[config.mk]
export PLATFORM = sky130hd
export DESIGN_NAME = mcsr_regs
export DESIGN_NICKNAME = d
export VERILOG_FILES = /design/src/verilog/mcsr_pkg.sv /design/src/verilog/mcsr_regs.sv /design/src/verilog/mcsr_sync.sv
export SDC_FILE = /design/constraint.sdc
export NUM_CORES = 1
export LEC_CHECK = 0
export BUFFER_PORTS_ARGS = -buffer_cell sky130_fd_sc_hd__buf_2
export CORE_MARGIN = 4
export CORE_UTILIZATION = 45
export DETAILED_ROUTE_END_ITERATION = 8
export HOLD_SLACK_MARGIN = 0.06
export PLACE_DENSITY = 0.68
export SLEW_MARGIN = 25
export SYNTH_ARGS = -nofsm -noshare
export SYNTH_HDL_FRONTEND = slang
export SYNTH_SLANG_ARGS = --single-unit
[constraint.sdc]
create_clock -name clk -period 5.29 [get_ports clk]
set_input_delay 0.2645 -clock clk [delete_from_list [all_inputs] [get_ports clk]]
set_output_delay 0.2645 -clock clk [all_outputs]
set_load 0.005 [all_outputs]
[src/verilog/mcsr_pkg.sv]
// Shared constants for the modem control and status register bank.
// Assumes a single 250 MHz clock domain in the design that imports it.
package mcsr_pkg;

    // ==========================================================
    // Register addresses (three-bit index on the muxed bus)
    localparam logic [2:0] MCSR_A_LINE = 3'h0;
    localparam logic [2:0] MCSR_A_CTRL = 3'h1;
    localparam logic [2:0] MCSR_A_DET  = 3'h2;
    localparam logic [2:0] MCSR_A_TONE = 3'h3;
    localparam logic [2:0] MCSR_A_SIG  = 3'h6;

    // ==========================================================
    // Field positions
    localparam int MCSR_LC_TX_EN   = 1;
    localparam int MCSR_LC_UNUSED  = 6;
    localparam int MCSR_IC_PAT_LO  = 6;
    localparam int MCSR_IC_DET_IE  = 5;
    localparam int MCSR_IC_RESET   = 2;
    localparam int MCSR_TC_RXD_OFF = 7;
    localparam int MCSR_TC_GUARD   = 6;
    localparam int MCSR_TC_ANS     = 5;
    localparam int MCSR_TC_DTMF    = 4;
    localparam int MCSR_TC_OVSP    = 1;
    localparam int MCSR_TC_SEL     = 0;
    localparam int MCSR_SIG_LO     = 4;

    // ==========================================================
    // Reset values and counts
    localparam logic [7:0] MCSR_REG_RST  = 8'h00;
    localparam int         MCSR_ALT_HALF = 16;

    // ==========================================================
    // Transmit patterns
    localparam logic [1:0] MCSR_PAT_DATA  = 2'h0;
    localparam logic [1:0] MCSR_PAT_ALT   = 2'h1;
    localparam logic [1:0] MCSR_PAT_MARK  = 2'h2;
    localparam logic [1:0] MCSR_PAT_SPACE = 2'h3;

    // ==========================================================
    // Tone frequencies in Hz
    localparam logic [11:0] MCSR_F_697  = 12'h2B9;
    localparam logic [11:0] MCSR_F_770  = 12'h302;
    localparam logic [11:0] MCSR_F_852  = 12'h354;
    localparam logic [11:0] MCSR_F_941  = 12'h3AD;
    localparam logic [11:0] MCSR_F_1209 = 12'h4B9;
    localparam logic [11:0] MCSR_F_1336 = 12'h538;
    localparam logic [11:0] MCSR_F_1477 = 12'h5C5;
    localparam logic [11:0] MCSR_F_1633 = 12'h661;
    localparam logic [11:0] MCSR_F_2225 = 12'h8B1;
    localparam logic [11:0] MCSR_F_2100 = 12'h834;
    localparam logic [11:0] MCSR_F_1800 = 12'h708;
    localparam logic [11:0] MCSR_F_550  = 12'h226;
    localparam logic [11:0] MCSR_F_NONE = 12'h000;

    typedef enum logic [3:0] {
        MCSR_TXM_IDLE = 4'h1,
        MCSR_TXM_DATA = 4'h2,
        MCSR_TXM_DTMF = 4'h4,
        MCSR_TXM_ANS  = 4'h8
    } mcsr_txm_t;

endpackage

[src/verilog/mcsr_regs.sv]
// Modem control/status register bank behind the muxed parallel bus.
// Assumes bus pins and detector levels are asynchronous to clk.
module mcsr_regs
    import mcsr_pkg::*;
#(
    parameter int         ALT_HALF  = MCSR_ALT_HALF,
    parameter logic [3:0] DEV_SIG   = 4'hF  // Arbitrary signature value
) (
    input  wire logic       clk,
    input  wire logic       rst,
    input  wire logic [7:0] ad_in,
    output logic      [7:0] ad_out,
    output logic            ad_oe,
    input  wire logic       ale,
    input  wire logic       cs_n,
    input  wire logic       rd_n,
    input  wire logic       wr_n,
    input  wire logic       long_loop_in,
    input  wire logic       call_tone_in,
    input  wire logic       answer_tone_in,
    input  wire logic       carrier_in,
    input  wire logic       plain_mark_in,
    input  wire logic       rx_data_in,
    input  wire logic       txd_in,
    output logic            int_out,
    output logic            tx_data_out,
    output mcsr_txm_t       tx_mode,
    output logic     [11:0] dtmf_low_hz,
    output logic     [11:0] dtmf_high_hz,
    output logic     [11:0] ans_tone_hz,
    output logic            guard_on,
    output logic     [11:0] guard_hz,
    output logic            overspeed,
    output logic            ans_detect_ccitt,
    output logic            rxd_out,
    output logic            rxd_oe,
    output logic            rxd_pullup,
    output logic      [7:0] line_ctrl_out,
    output logic      [7:0] iface_ctrl_out
);

    // ==========================================================
    // Pin synchronisers
    logic [11:0] bus_s;
    logic [6:0]  line_s;
    logic [7:0]  ad_s;
    logic        ale_s;
    logic        cs_n_s;
    logic        rd_n_s;
    logic        wr_n_s;
    logic        txd_s;
    logic [5:0]  det_s;

    mcsr_sync #(.WIDTH(12), .INIT(32'h0000_0E00)) u_bus_sync (
        .clk  (clk),
        .rst  (rst),
        .din  ({wr_n, rd_n, cs_n, ale, ad_in}),
        .dout (bus_s)
    );

    mcsr_sync #(.WIDTH(7), .INIT(32'h0000_0000)) u_line_sync (
        .clk  (clk),
        .rst  (rst),
        .din  ({txd_in, rx_data_in, plain_mark_in, carrier_in,
                answer_tone_in, call_tone_in, long_loop_in}),
        .dout (line_s)
    );

    assign ad_s   = bus_s[7:0];
    assign ale_s  = bus_s[8];
    assign cs_n_s = bus_s[9];
    assign rd_n_s = bus_s[10];
    assign wr_n_s = bus_s[11];
    assign txd_s  = line_s[6];
    assign det_s  = line_s[5:0];

    // ==========================================================
    // Bus cycle tracking
    logic       ale_prev_q;
    logic       wr_n_prev_q;
    logic       rd_act_prev_q;
    logic [2:0] addr_q;
    logic       sel_q;
    logic       rd_act;
    logic       rd_start;
    logic       wr_done;

    // Address and chip select are captured on the falling edge of ALE
    always_ff @(posedge clk or posedge rst) begin
        if (rst) begin
            ale_prev_q <= 1'b0;
            addr_q     <= MCSR_A_LINE;
            sel_q      <= 1'b0;
        end else begin
            ale_prev_q <= ale_s;
            if (ale_prev_q && !ale_s) begin
                addr_q <= ad_s[2:0];
                sel_q  <= !cs_n_s;
            end
        end
    end

    always_ff @(posedge clk or posedge rst) begin
        if (rst) begin
            wr_n_prev_q   <= 1'b1;
            rd_act_prev_q <= 1'b0;
        end else begin
            wr_n_prev_q   <= wr_n_s;
            rd_act_prev_q <= rd_act;
        end
    end

    assign rd_act   = sel_q && !rd_n_s;
    assign rd_start = rd_act && !rd_act_prev_q;
    // Data is taken at the end of the strobe, where setup is specified
    assign wr_done  = sel_q && wr_n_s && !wr_n_prev_q;

    // ==========================================================
    // Writable registers
    logic [7:0] lc_q;
    logic [7:0] ic_q;
    logic [7:0] tc_q;
    logic       soft_rst;

    assign soft_rst = ic_q[MCSR_IC_RESET];

    // Soft reset bit clears all writable registers, itself included
    always_ff @(posedge clk or posedge rst) begin
        if (rst) begin
            lc_q <= MCSR_REG_RST;
            ic_q <= MCSR_REG_RST;
            tc_q <= MCSR_REG_RST;
        end else if (soft_rst) begin
            lc_q <= MCSR_REG_RST;
            ic_q <= MCSR_REG_RST;
            tc_q <= MCSR_REG_RST;
        end else if (wr_done) begin
            unique case (addr_q)
                MCSR_A_LINE: begin
                    lc_q <= ad_s & ~(8'h01 << MCSR_LC_UNUSED);
                end
                MCSR_A_CTRL: ic_q <= ad_s;
                MCSR_A_TONE: tc_q <= ad_s;
                // Detect and signature ignore writes
                default:     lc_q <= lc_q;
            endcase
        end
    end

    assign line_ctrl_out  = lc_q;
    assign iface_ctrl_out = ic_q;

    logic tx_en;
    logic dtmf_bit;
    logic ans_bit;
    logic guard_bit;

    assign tx_en     = lc_q[MCSR_LC_TX_EN];
    assign dtmf_bit  = tc_q[MCSR_TC_DTMF];
    assign ans_bit   = tc_q[MCSR_TC_ANS];
    assign guard_bit = tc_q[MCSR_TC_GUARD];

    // ==========================================================
    // Detect register
    logic [7:0] det_q;

    always_ff @(posedge clk or posedge rst) begin
        if (rst) begin
            det_q <= MCSR_REG_RST;
        end else begin
            det_q <= {2'b00, det_s};
        end
    end

    // ==========================================================
    // Read data
    logic [7:0] rd_data_q;
    logic [7:0] rd_mux;

    always_comb begin
        rd_mux = 8'h00;
        unique case (addr_q)
            MCSR_A_LINE: rd_mux = lc_q;
            MCSR_A_CTRL: rd_mux = ic_q;
            MCSR_A_DET:  rd_mux = det_q;
            MCSR_A_TONE: rd_mux = tc_q;
            MCSR_A_SIG:  rd_mux = {DEV_SIG, 4'h0} ;
            default:     rd_mux = 8'h00;
        endcase
    end

    always_ff @(posedge clk or posedge rst) begin
        if (rst) begin
            rd_data_q <= 8'h00;
        end else begin
            rd_data_q <= rd_mux;
        end
    end

    assign ad_out = rd_data_q;
    assign ad_oe  = rd_act;

    // ==========================================================
    // Detect interrupt
    logic [4:1] det_chg;
    logic       det_evt;
    logic       int_pend_q;
    logic       det_rd;

    assign det_chg = det_q[4:1] ^ det_s[4:1];
    // Answer/call masked while transmitting, carrier masked during DTMF
    assign det_evt = ((det_chg[1] || det_chg[2]) && !tx_en)
                   || (det_chg[3] && !dtmf_bit)
                   || det_chg[4];
    assign det_rd  = rd_start && (addr_q == MCSR_A_DET);

    // A new event in the read cycle keeps the flag set
    always_ff @(posedge clk or posedge rst) begin
        if (rst) begin
            int_pend_q <= 1'b0;
        end else if (!ic_q[MCSR_IC_DET_IE]) begin
            int_pend_q <= 1'b0;
        end else if (det_evt) begin
            int_pend_q <= 1'b1;
        end else if (det_rd) begin
            int_pend_q <= 1'b0;
        end
    end

    assign int_out = int_pend_q && ic_q[MCSR_IC_DET_IE];

    // ==========================================================
    // Transmit data pattern
    localparam int ALT_W = $clog2(ALT_HALF + 1);
    logic [ALT_W-1:0] alt_cnt_q;
    logic             alt_q;
    logic             tx_data_q;

    always_ff @(posedge clk or posedge rst) begin
        if (rst) begin
            alt_cnt_q <= '0;
            alt_q     <= 1'b1;
        end else if (alt_cnt_q == ALT_W'(ALT_HALF - 1)) begin
            alt_cnt_q <= '0;
            alt_q     <= !alt_q;
        end else begin
            alt_cnt_q <= alt_cnt_q + 1'b1;
        end
    end

    always_ff @(posedge clk or posedge rst) begin
        if (rst) begin
            tx_data_q <= 1'b1;
        end else begin
            unique case (ic_q[MCSR_IC_PAT_LO +: 2])
                MCSR_PAT_DATA:  tx_data_q <= txd_s;
                MCSR_PAT_ALT:   tx_data_q <= alt_q;
                MCSR_PAT_MARK:  tx_data_q <= 1'b1;
                MCSR_PAT_SPACE: tx_data_q <= 1'b0;
            endcase
        end
    end

    assign tx_data_out = tx_data_q;

    // ==========================================================
    // Transmit source selection
    function automatic logic [23:0] dtmf_pair(input logic [3:0] code);
        logic [23:0] p;
        p = {MCSR_F_941, MCSR_F_1633};
        unique case (code)
            4'h1: p = {MCSR_F_697, MCSR_F_1209};
            4'h2: p = {MCSR_F_697, MCSR_F_1336};
            4'h3: p = {MCSR_F_697, MCSR_F_1477};
            4'h4: p = {MCSR_F_770, MCSR_F_1209};
            4'h5: p = {MCSR_F_770, MCSR_F_1336};
            4'h6: p = {MCSR_F_770, MCSR_F_1477};
            4'h7: p = {MCSR_F_852, MCSR_F_1209};
            4'h8: p = {MCSR_F_852, MCSR_F_1336};
            4'h9: p = {MCSR_F_852, MCSR_F_1477};
            4'hA: p = {MCSR_F_941, MCSR_F_1336};
            4'hB: p = {MCSR_F_941, MCSR_F_1209};
            4'hC: p = {MCSR_F_941, MCSR_F_1477};
            4'hD: p = {MCSR_F_697, MCSR_F_1633};
            4'hE: p = {MCSR_F_770, MCSR_F_1633};
            4'hF: p = {MCSR_F_852, MCSR_F_1633};
            4'h0: p = {MCSR_F_941, MCSR_F_1633};
        endcase
        return p;
    endfunction

    mcsr_txm_t   txm_q;
    mcsr_txm_t   txm_d;
    logic [23:0] dtmf_q;
    logic [11:0] ans_hz_q;
    logic        guard_on_q;
    logic [11:0] guard_hz_q;

    always_comb begin
        txm_d = MCSR_TXM_IDLE;
        if (!tx_en) begin
            txm_d = MCSR_TXM_IDLE;
        end else if (dtmf_bit) begin
            txm_d = MCSR_TXM_DTMF;
        end else if (ans_bit) begin
            txm_d = MCSR_TXM_ANS;
        end else begin
            txm_d = MCSR_TXM_DATA;
        end
    end

    always_ff @(posedge clk or posedge rst) begin
        if (rst) begin
            txm_q <= MCSR_TXM_IDLE;
        end else begin
            txm_q <= txm_d;
        end
    end

    always_ff @(posedge clk or posedge rst) begin
        if (rst) begin
            dtmf_q <= {MCSR_F_NONE, MCSR_F_NONE};
        end else if (dtmf_bit && tx_en) begin
            dtmf_q <= dtmf_pair(tc_q[3:0]);
        end else begin
            dtmf_q <= {MCSR_F_NONE, MCSR_F_NONE};
        end
    end

    always_ff @(posedge clk or posedge rst) begin
        if (rst) begin
            ans_hz_q <= MCSR_F_NONE;
        end else if (txm_d == MCSR_TXM_ANS) begin
            ans_hz_q <= tc_q[MCSR_TC_SEL] ? MCSR_F_2100 : MCSR_F_2225;
        end else begin
            ans_hz_q <= MCSR_F_NONE;
        end
    end

    // Guard tone rides on data, so DTMF or answer tone shuts it off
    always_ff @(posedge clk or posedge rst) begin
        if (rst) begin
            guard_on_q <= 1'b0;
            guard_hz_q <= MCSR_F_NONE;
        end else if (guard_bit && !ans_bit && !dtmf_bit && tx_en) begin
            guard_on_q <= 1'b1;
            guard_hz_q <= tc_q[MCSR_TC_SEL] ? MCSR_F_550 : MCSR_F_1800;
        end else begin
            guard_on_q <= 1'b0;
            guard_hz_q <= MCSR_F_NONE;
        end
    end

    assign tx_mode      = txm_q;
    assign dtmf_low_hz  = dtmf_q[23:12];
    assign dtmf_high_hz = dtmf_q[11:0];
    assign ans_tone_hz  = ans_hz_q;
    assign guard_on     = guard_on_q;
    assign guard_hz     = guard_hz_q;

    // ==========================================================
    // Receive path options
    logic ovsp_q;
    logic ccitt_q;

    always_ff @(posedge clk or posedge rst) begin
        if (rst) begin
            ovsp_q  <= 1'b0;
            ccitt_q <= 1'b0;
        end else begin
            ovsp_q  <= !dtmf_bit && tc_q[MCSR_TC_OVSP];
            // Detect frequency select; meaningful in originate only
            ccitt_q <= !dtmf_bit && !ans_bit && tc_q[MCSR_TC_SEL];
        end
    end

    assign overspeed        = ovsp_q;
    assign ans_detect_ccitt = ccitt_q;
    assign rxd_out          = det_q[5];
    assign rxd_oe           = !tc_q[MCSR_TC_RXD_OFF];
    assign rxd_pullup       = tc_q[MCSR_TC_RXD_OFF];
endmodule

[src/verilog/mcsr_sync.sv]
// Two-flop synchroniser for a group of asynchronous pin inputs.
// Assumes inputs are quasi-static levels; buses are not coherent.
module mcsr_sync #(
    parameter int          WIDTH = 1,
    parameter logic [31:0] INIT  = 32'h0000_0000
) (
    input  wire logic             clk,
    input  wire logic             rst,
    input  wire logic [WIDTH-1:0] din,
    output logic      [WIDTH-1:0] dout
);

    logic [WIDTH-1:0] meta_q;

    // ==========================================================
    // First stage feeds only the second stage
    always_ff @(posedge clk or posedge rst) begin
        if (rst) begin
            meta_q <= INIT[WIDTH-1:0];
            dout   <= INIT[WIDTH-1:0];
        end else begin
            meta_q <= din;
            dout   <= meta_q;
        end
    end

endmodule

==> summary.md, run 1 <==
| Metric | Value |
|---|---|
| Status | `completed` |
| R2R setup slack | `3.43 ns` |
| Worst EP required | `5.03 ns` |
| # DRC | `0` |
| Final setup fails | `0` |
| P_leak | `0.00289 uW` |
| Worst Tran Pin Value | `0.827 ns` |
| Vias/cell | `4.74` |
| TritonCTS buffer count | `17` |
| Vias in the first global route | `2801` |
| Crit. End Element | `primary output` |
| Worst-path clk slew | `0.06 ns` |
| Fillers | `814` |
| Nets | `487` |
| Share of cells above drive strength 1 | `31.2%` |
| Worst-path fanout max | `32` |
| Met2 usage | `25.2%` |
| Unique masters post-synth | `42` |
| First-pass GRT wire length | `14200 um` |
| DRT Wirelength | `8850 um` |
| Routability Congestion | `0.806` |
| Post_cts resized | `0` |
| Yosys top cell area share | `57.1%` |
| Area of the core | `9910 sq um` |
| Sink Count | `116` |
| Root buffer cell | `clkbuf_8` |
| Slew headroom | `44.9%` |
| Sequential fraction of the synthesis area | `62.7%` |
| Post-Synthesis Cells | `362` |
| Area grow syn2layout | `25.6%` |
| Die height | `110 um` |
| Total GRT Usage | `16.0%` |
| Row count | `36` |
| Seq pwr share | `41.6%` |
| Combinational share of power | `18.0%` |
| Hold WC Path Type | `register to register` |
| Starting DRT DRC Count | `130` |
| ANT nets after route | `0` |
| Setup CP Type | `register to primary output` |
| Starting density of the core | `46.9%` |
| Ys async rst share | `100%` |
| Max_cap viols | `0` |
| Commonest cells post-synth | `dfrtp_1, buf_4, nand2b_1` |
| Pwr dens | `498 nW/um^2` |
| Largest net degree at the start of global routing | `67` |
| Area of the multi-input gates | `1450 sq um` |
| Synth Cell Area | `4650 sq um` |
| Average size of a mapped cell | `12.8 sq um` |
| Sequential cell area | `2920 sq um` |
| Top delay family on crit path | `flip-flops` |
| Synth Flop Type | `dfrtp_1` |
| Cts hold-fix bufs | `20` |
| Startpoint types | `register` |
| CTS tree | `yes` |
| H-tree depth | `4` |
| Slowest CP cell | `dfrtp_1` |
| Setup TNS Final | `0 ns` |
| Post-CTS Setup Bufs | `0` |
| Fin crit period | `1.86 ns` |
| RSZ-0062 raised after global routing | `no` |
| GR peak layer | `met2` |
| Count leader, synth | `dfrtp_1` |
| WP buf/inv | `1` |
| IO Pins | `106` |
| Pint | `2100 uW` |
| Via Count | `2865` |
| Clock skew | `0.0160 ns` |
| Final Hold Violating Endpoints | `0` |
| Initial antenna violation count | `0` |
| Die area | `12000 sq um` |
| DR pass1 iterations | `4` |
| Sw power | `809 uW` |
| Die X | `110 um` |
| Tcrit/Tclk final | `35.1%` |
| IO buf count | `89` |
| Fmax | `0.538 GHz` |
| Ant. Diodes | `0` |
| GR Overflow Total | `0` |
| Post-synth top area cell | `dfrtp_1` |
| Max IR drop VDD | `0.000234 V` |
| Skew-Pair Late Insertion Delay | `0.52 ns` |
| CTS Buffer Depth | `2` |
| Cell Chain, Critical Path | `buf_2` |
| Worst path arrival time | `1.59 ns` |
| Hpwl dp | `6000 um` |
| GR met1 Demand/Resource | `20.5%` |
| Post-synth EDFFs | `0` |
| Avg WL per Cell | `14.7 um` |
| Slew Limit Fails | `0` |
| Synth Warn # | `0` |
| Sw Ratio | `27.8%` |
| Global routing usage on met3 | `5.99%` |
| #FFs+latches synth | `116` |
| Final total power | `2910 uW` |
| Top cells by area, synth | `dfrtp_1, dfstp_2, buf_4` |
| Clock power frac | `40.4%` |
| Critical path's largest stage delay | `0.84 ns` |
-- cells by family after synthesis --
kind of cell | Yosys count | share of synthesized area [%]
flops | 116 | 62.7
simple gates | 96 | 12.3
buf+inv | 56 | 7.29
compound gates | 49 | 6.19
mux | 29 | 7.99
fa+ha+maj | 8 | 2.15
xor+xnor | 7 | 1.32
other cells | 1 | 0.0807
-- through the flow --
stage	setup slack, ns	util, %	std cells	hold WS, ns	area, sq um
after floorplan	1.97	-	377	0.269	4710
final	3.43	58.9	604	0.342	5840
after global placement	3.50	50.6	552	0.332	5020
after CTS	3.37	58.9	604	0.345	5840
after detailed placement	3.45	50.6	552	0.335	5020
after global routing	3.26	58.9	604	0.353	5840
-- final timing paths --
kind                                        from                   to  cells past startpoint
setup / recovery               iface_ctrl_out[2]    iface_ctrl_out[2]                      1
setup reg to reg                         tc_q[0]            dtmf_q[2]                      4
hold / removal             u_line_sync.meta_q[0]  u_line_sync.dout[0]                      0
min in group asynchronous                    rst     line_ctrl_out[2]                      3
hold reg to reg            u_line_sync.meta_q[0]  u_line_sync.dout[0]                      0
max in group asynchronous                    rst           dtmf_q[16]                      4
-- cell usage in the layout (no fill, tap or decap), drive strengths merged, types with 4 or more instances in the layout --
cell         count
a21oi           17
nor3             5
nand3           12
dfrtp          106
xnor2            4
nand2            4
nor2            16
a211oi           5
mux4             6
conb            16
bufinv           4
dlygate4sd3     20
mux2             5
o21ai           16
buf             90
nor2b           10
inv              9
nand2b          29
ha               8
dfstp           10
clkbuf          19
clkinv           5
mux2i           18
and2             5
nor3b            4
-- power by group through the flow --
stage	logic [uW]	registers, uW	clock network (uW)
6_report	522	1210	1180
5_1_grt	591	1240	1240
4_1_cts	530	1210	1200
3_5_place_dp	515	1220	0
3_3_place_gp	504	1220	0
2_1_floorplan	395	1150	0
-- area by class of cell --
class                   count  area share, %
clock buffers              19           7.56
clock inverters            13           3.08
inverters                   8          0.557
multi-input cells         205           24.9
flip-flops and latches    116           49.9
well taps                 133           2.85
repair buffers            110           11.2
-- per-layer routing --
metal	vias up	wire (um)
met1	1381	3780
met2	100	4350
li1	1375	-
met3	9	638
met4	0	84
met5	-	0
-- state kept, by name (all words and copies together), names as in the netlist, 3 cells and up --
register,flops
det_q,6
tx_mode,3
u_bus_sync.meta_q,12
tc_q,8
line_ctrl_out,7
dtmf_q,15
alt_cnt_q,5
ans_tone_hz,3
u_line_sync.meta_q,7
u_bus_sync.dout,12
addr_q,3
ad_out,8
guard_hz,3
iface_ctrl_out,8
u_line_sync.dout,7
No activity file was read; power rests on OpenSTA's default activity.
==> run 2, diff against run 1 <==
--- a/config.mk
+++ b/config.mk
@@ -10,7 +10,7 @@
 export CORE_UTILIZATION = 45
 export DETAILED_ROUTE_END_ITERATION = 8
 export HOLD_SLACK_MARGIN = 0.06
-export PLACE_DENSITY = 0.68
+export PLACE_DENSITY = 0.71
 export SLEW_MARGIN = 25
 export SYNTH_ARGS = -nofsm -noshare
 export SYNTH_HDL_FRONTEND = slang
==> constraint.sdc (replaced) <==
create_clock -name clk -period 1.5 [get_ports clk]
set_input_delay 0.075 -clock clk [delete_from_list [all_inputs] [get_ports clk]]
set_output_delay 0.075 -clock clk [all_outputs]
set_load 0.005 [all_outputs]
==> summary.md, run 2 (synthesis results as in run 1) <==
| Metric | Value |
|---|---|
| RSZ-0062 raised after global routing | `yes` |
| Via Count | `2959` |
| Final setup fails | `0` |
| Slew headroom | `65.7%` |
| Largest net degree at the start of global routing | `39` |
| Clock skew | `0.00774 ns` |
| Vias/cell | `4.68` |
| Crit. End Element | `register` |
| Routability Congestion | `0.858` |
| Seq pwr share | `39.3%` |
| Sw power | `2820 uW` |
| Vias in the first global route | `2900` |
| Largest reg by FF count | `dtmf_q` |
| # DRC | `0` |
| Initial antenna violation count | `0` |
| IO buf count | `89` |
| Total GRT Usage | `15.6%` |
| Clock power frac | `39.0%` |
| P_leak | `0.00303 uW` |
| Sw Ratio | `27.1%` |
| Starting DRT DRC Count | `155` |
| Max FFs per register | `15` |
| Worst Tran Pin Value | `0.513 ns` |
| CTS tree | `yes` |
| DRT Wirelength | `8830 um` |
| DR pass1 iterations | `4` |
| Die X | `110 um` |
| H-tree depth | `4` |
| Die area | `12000 sq um` |
| Worst EP required | `1.92 ns` |
| Leading cell type in the layout, fill and taps excluded | `dfrtp_1` |
| Worst path arrival time | `1.91 ns` |
| Slew Limit Fails | `0` |
| Commonest cells after routing, fill and taps aside | `dfrtp_1, buf_2, nand2b_1` |
| Share of cells above drive strength 1 | `35.9%` |
| FF-to-FF End | `line_ctrl_out[4]` |
| Fin crit period | `1.49 ns` |
| Worst-path clk slew | `0.05 ns` |
| Row count | `36` |
| Startpoint types | `register` |
| Avg WL per Cell | `14.0 um` |
| Nets | `515` |
| Combinational share of power | `21.7%` |
| Worst-path fanout max | `4` |
| ANT nets after route | `0` |
| Skew-Pair Late Insertion Delay | `0.50 ns` |
| Starting density of the core | `46.9%` |
| Max IR drop VDD | `0.000814 V` |
| Worst R2R Path Depth | `5` |
| Area of the core | `9910 sq um` |
| Final Hold Violating Endpoints | `0` |
| Sink Count | `116` |
| Area grow syn2layout | `31.0%` |
| TritonCTS buffer count | `17` |
| Max_cap viols | `0` |
| Pwr dens | `1710 nW/um^2` |
| Worst reg2reg path startpoint | `u_bus_sync.dout[11]` |
| Pint | `7600 uW` |
| Hold WC Path Type | `input port to async pin` |
| Hpwl dp | `6140 um` |
| Die height | `110 um` |
| R2R setup slack | `0.01 ns` |
| Status | `completed` |
| DP Cell Count | `577` |
| CTS Buffer Depth | `2` |
| Fmax | `0.672 GHz` |
| Setup CP Type | `register to register` |
| Tcrit/Tclk final | `99.3%` |
| Root buffer cell | `clkbuf_8` |
| Setup TNS Final | `0 ns` |
| Top flop regs | `dtmf_q: 15 flops, u_bus_sync.dout: 12 flops, u_bus_sync.meta_q: 12 flops` |
| IO Pins | `106` |
| Ant. Diodes | `0` |
| First-pass GRT wire length | `14100 um` |
| Layout Cells excl Fill | `632` |
| GR Overflow Total | `0` |
## run 2: final cells by class
type	count	area [sq um]
Fill cell	788	3820
Tap cell	133	166
Inverter	8	33.8
Timing Repair Buffer	138	905
Clock buffer	22	453
Sequential cell	116	2920
Clock inverter	10	155
Multi-Input combinational cell	205	1460
## run 2: how the worst max path moves through the flow
stage                                   start  slack [ns]               end  cells past startpoint
final                     u_bus_sync.dout[11]        0.01  line_ctrl_out[4]                      5
after detailed placement              tc_q[0]       -0.09         dtmf_q[2]                      4
after floorplan                       tc_q[0]       -0.06         dtmf_q[2]                      4
after global placement                tc_q[0]        0.03         dtmf_q[2]                      4
after CTS                             tc_q[1]       0.001         dtmf_q[2]                      4
after global routing      u_bus_sync.dout[11]       -0.06  line_ctrl_out[4]                      5
## run 2: metal layers
metal  track usage, %  vias up  part of all wire [%]
met5                0        -                     0
met4             5.34        0                   1.2
met3             5.81       10                   8.0
met2             25.3      103                    49
met1             19.2     1416                    42
li1                 -     1430                     -
## run 2: worst max-delay path: stages (launching register included)
cell      delay [ns]
dfstp_2         0.55
nand3b_4        0.08
buf_6           0.13
nor4_4          0.25
buf_4           0.21
mux2i_1         0.18
## run 2: per-stage QoR
stage / utilization, % / instance area [sq um] / worst slack [ns] / total power (uW) / hold WS, ns
6_report: 61.5 / 6090 / 0.0112 / 10400 / 0.157
5_1_grt: 61.5 / 6090 / -0.0612 / 11000 / 0.187
4_1_cts: 61.2 / 6060 / 0.00130 / 10500 / 0.154
3_3_place_gp: 52.9 / 5250 / 0.0312 / 6270 / 0.138
3_5_place_dp: 52.9 / 5250 / -0.0901 / 6340 / 0.142
2_1_floorplan: - / 4710 / -0.0577 / 5440 / 0.0795
## run 2: power by group through the flow
stage | Combinational, uW | Clock, uW | Sequential, uW
floorplan | 1390 | 0 | 4040
global placement | 2150 | 0 | 4120
CTS | 2270 | 4150 | 4110
detailed placement | 2190 | 0 | 4150
global route | 2510 | 4300 | 4170
finish | 2260 | 4060 | 4100
## run 2: what timing repair did
action | CTS | global route
hold buffers | 20 | 0
cloned | 0 | 0
endpoints found under the hold margin | 127 | 0
buffers inserted | 1 | 2
setup endpoints to repair | 7 | 16
pin swaps | 0 | 1
gates resized for setup | 3 | 5
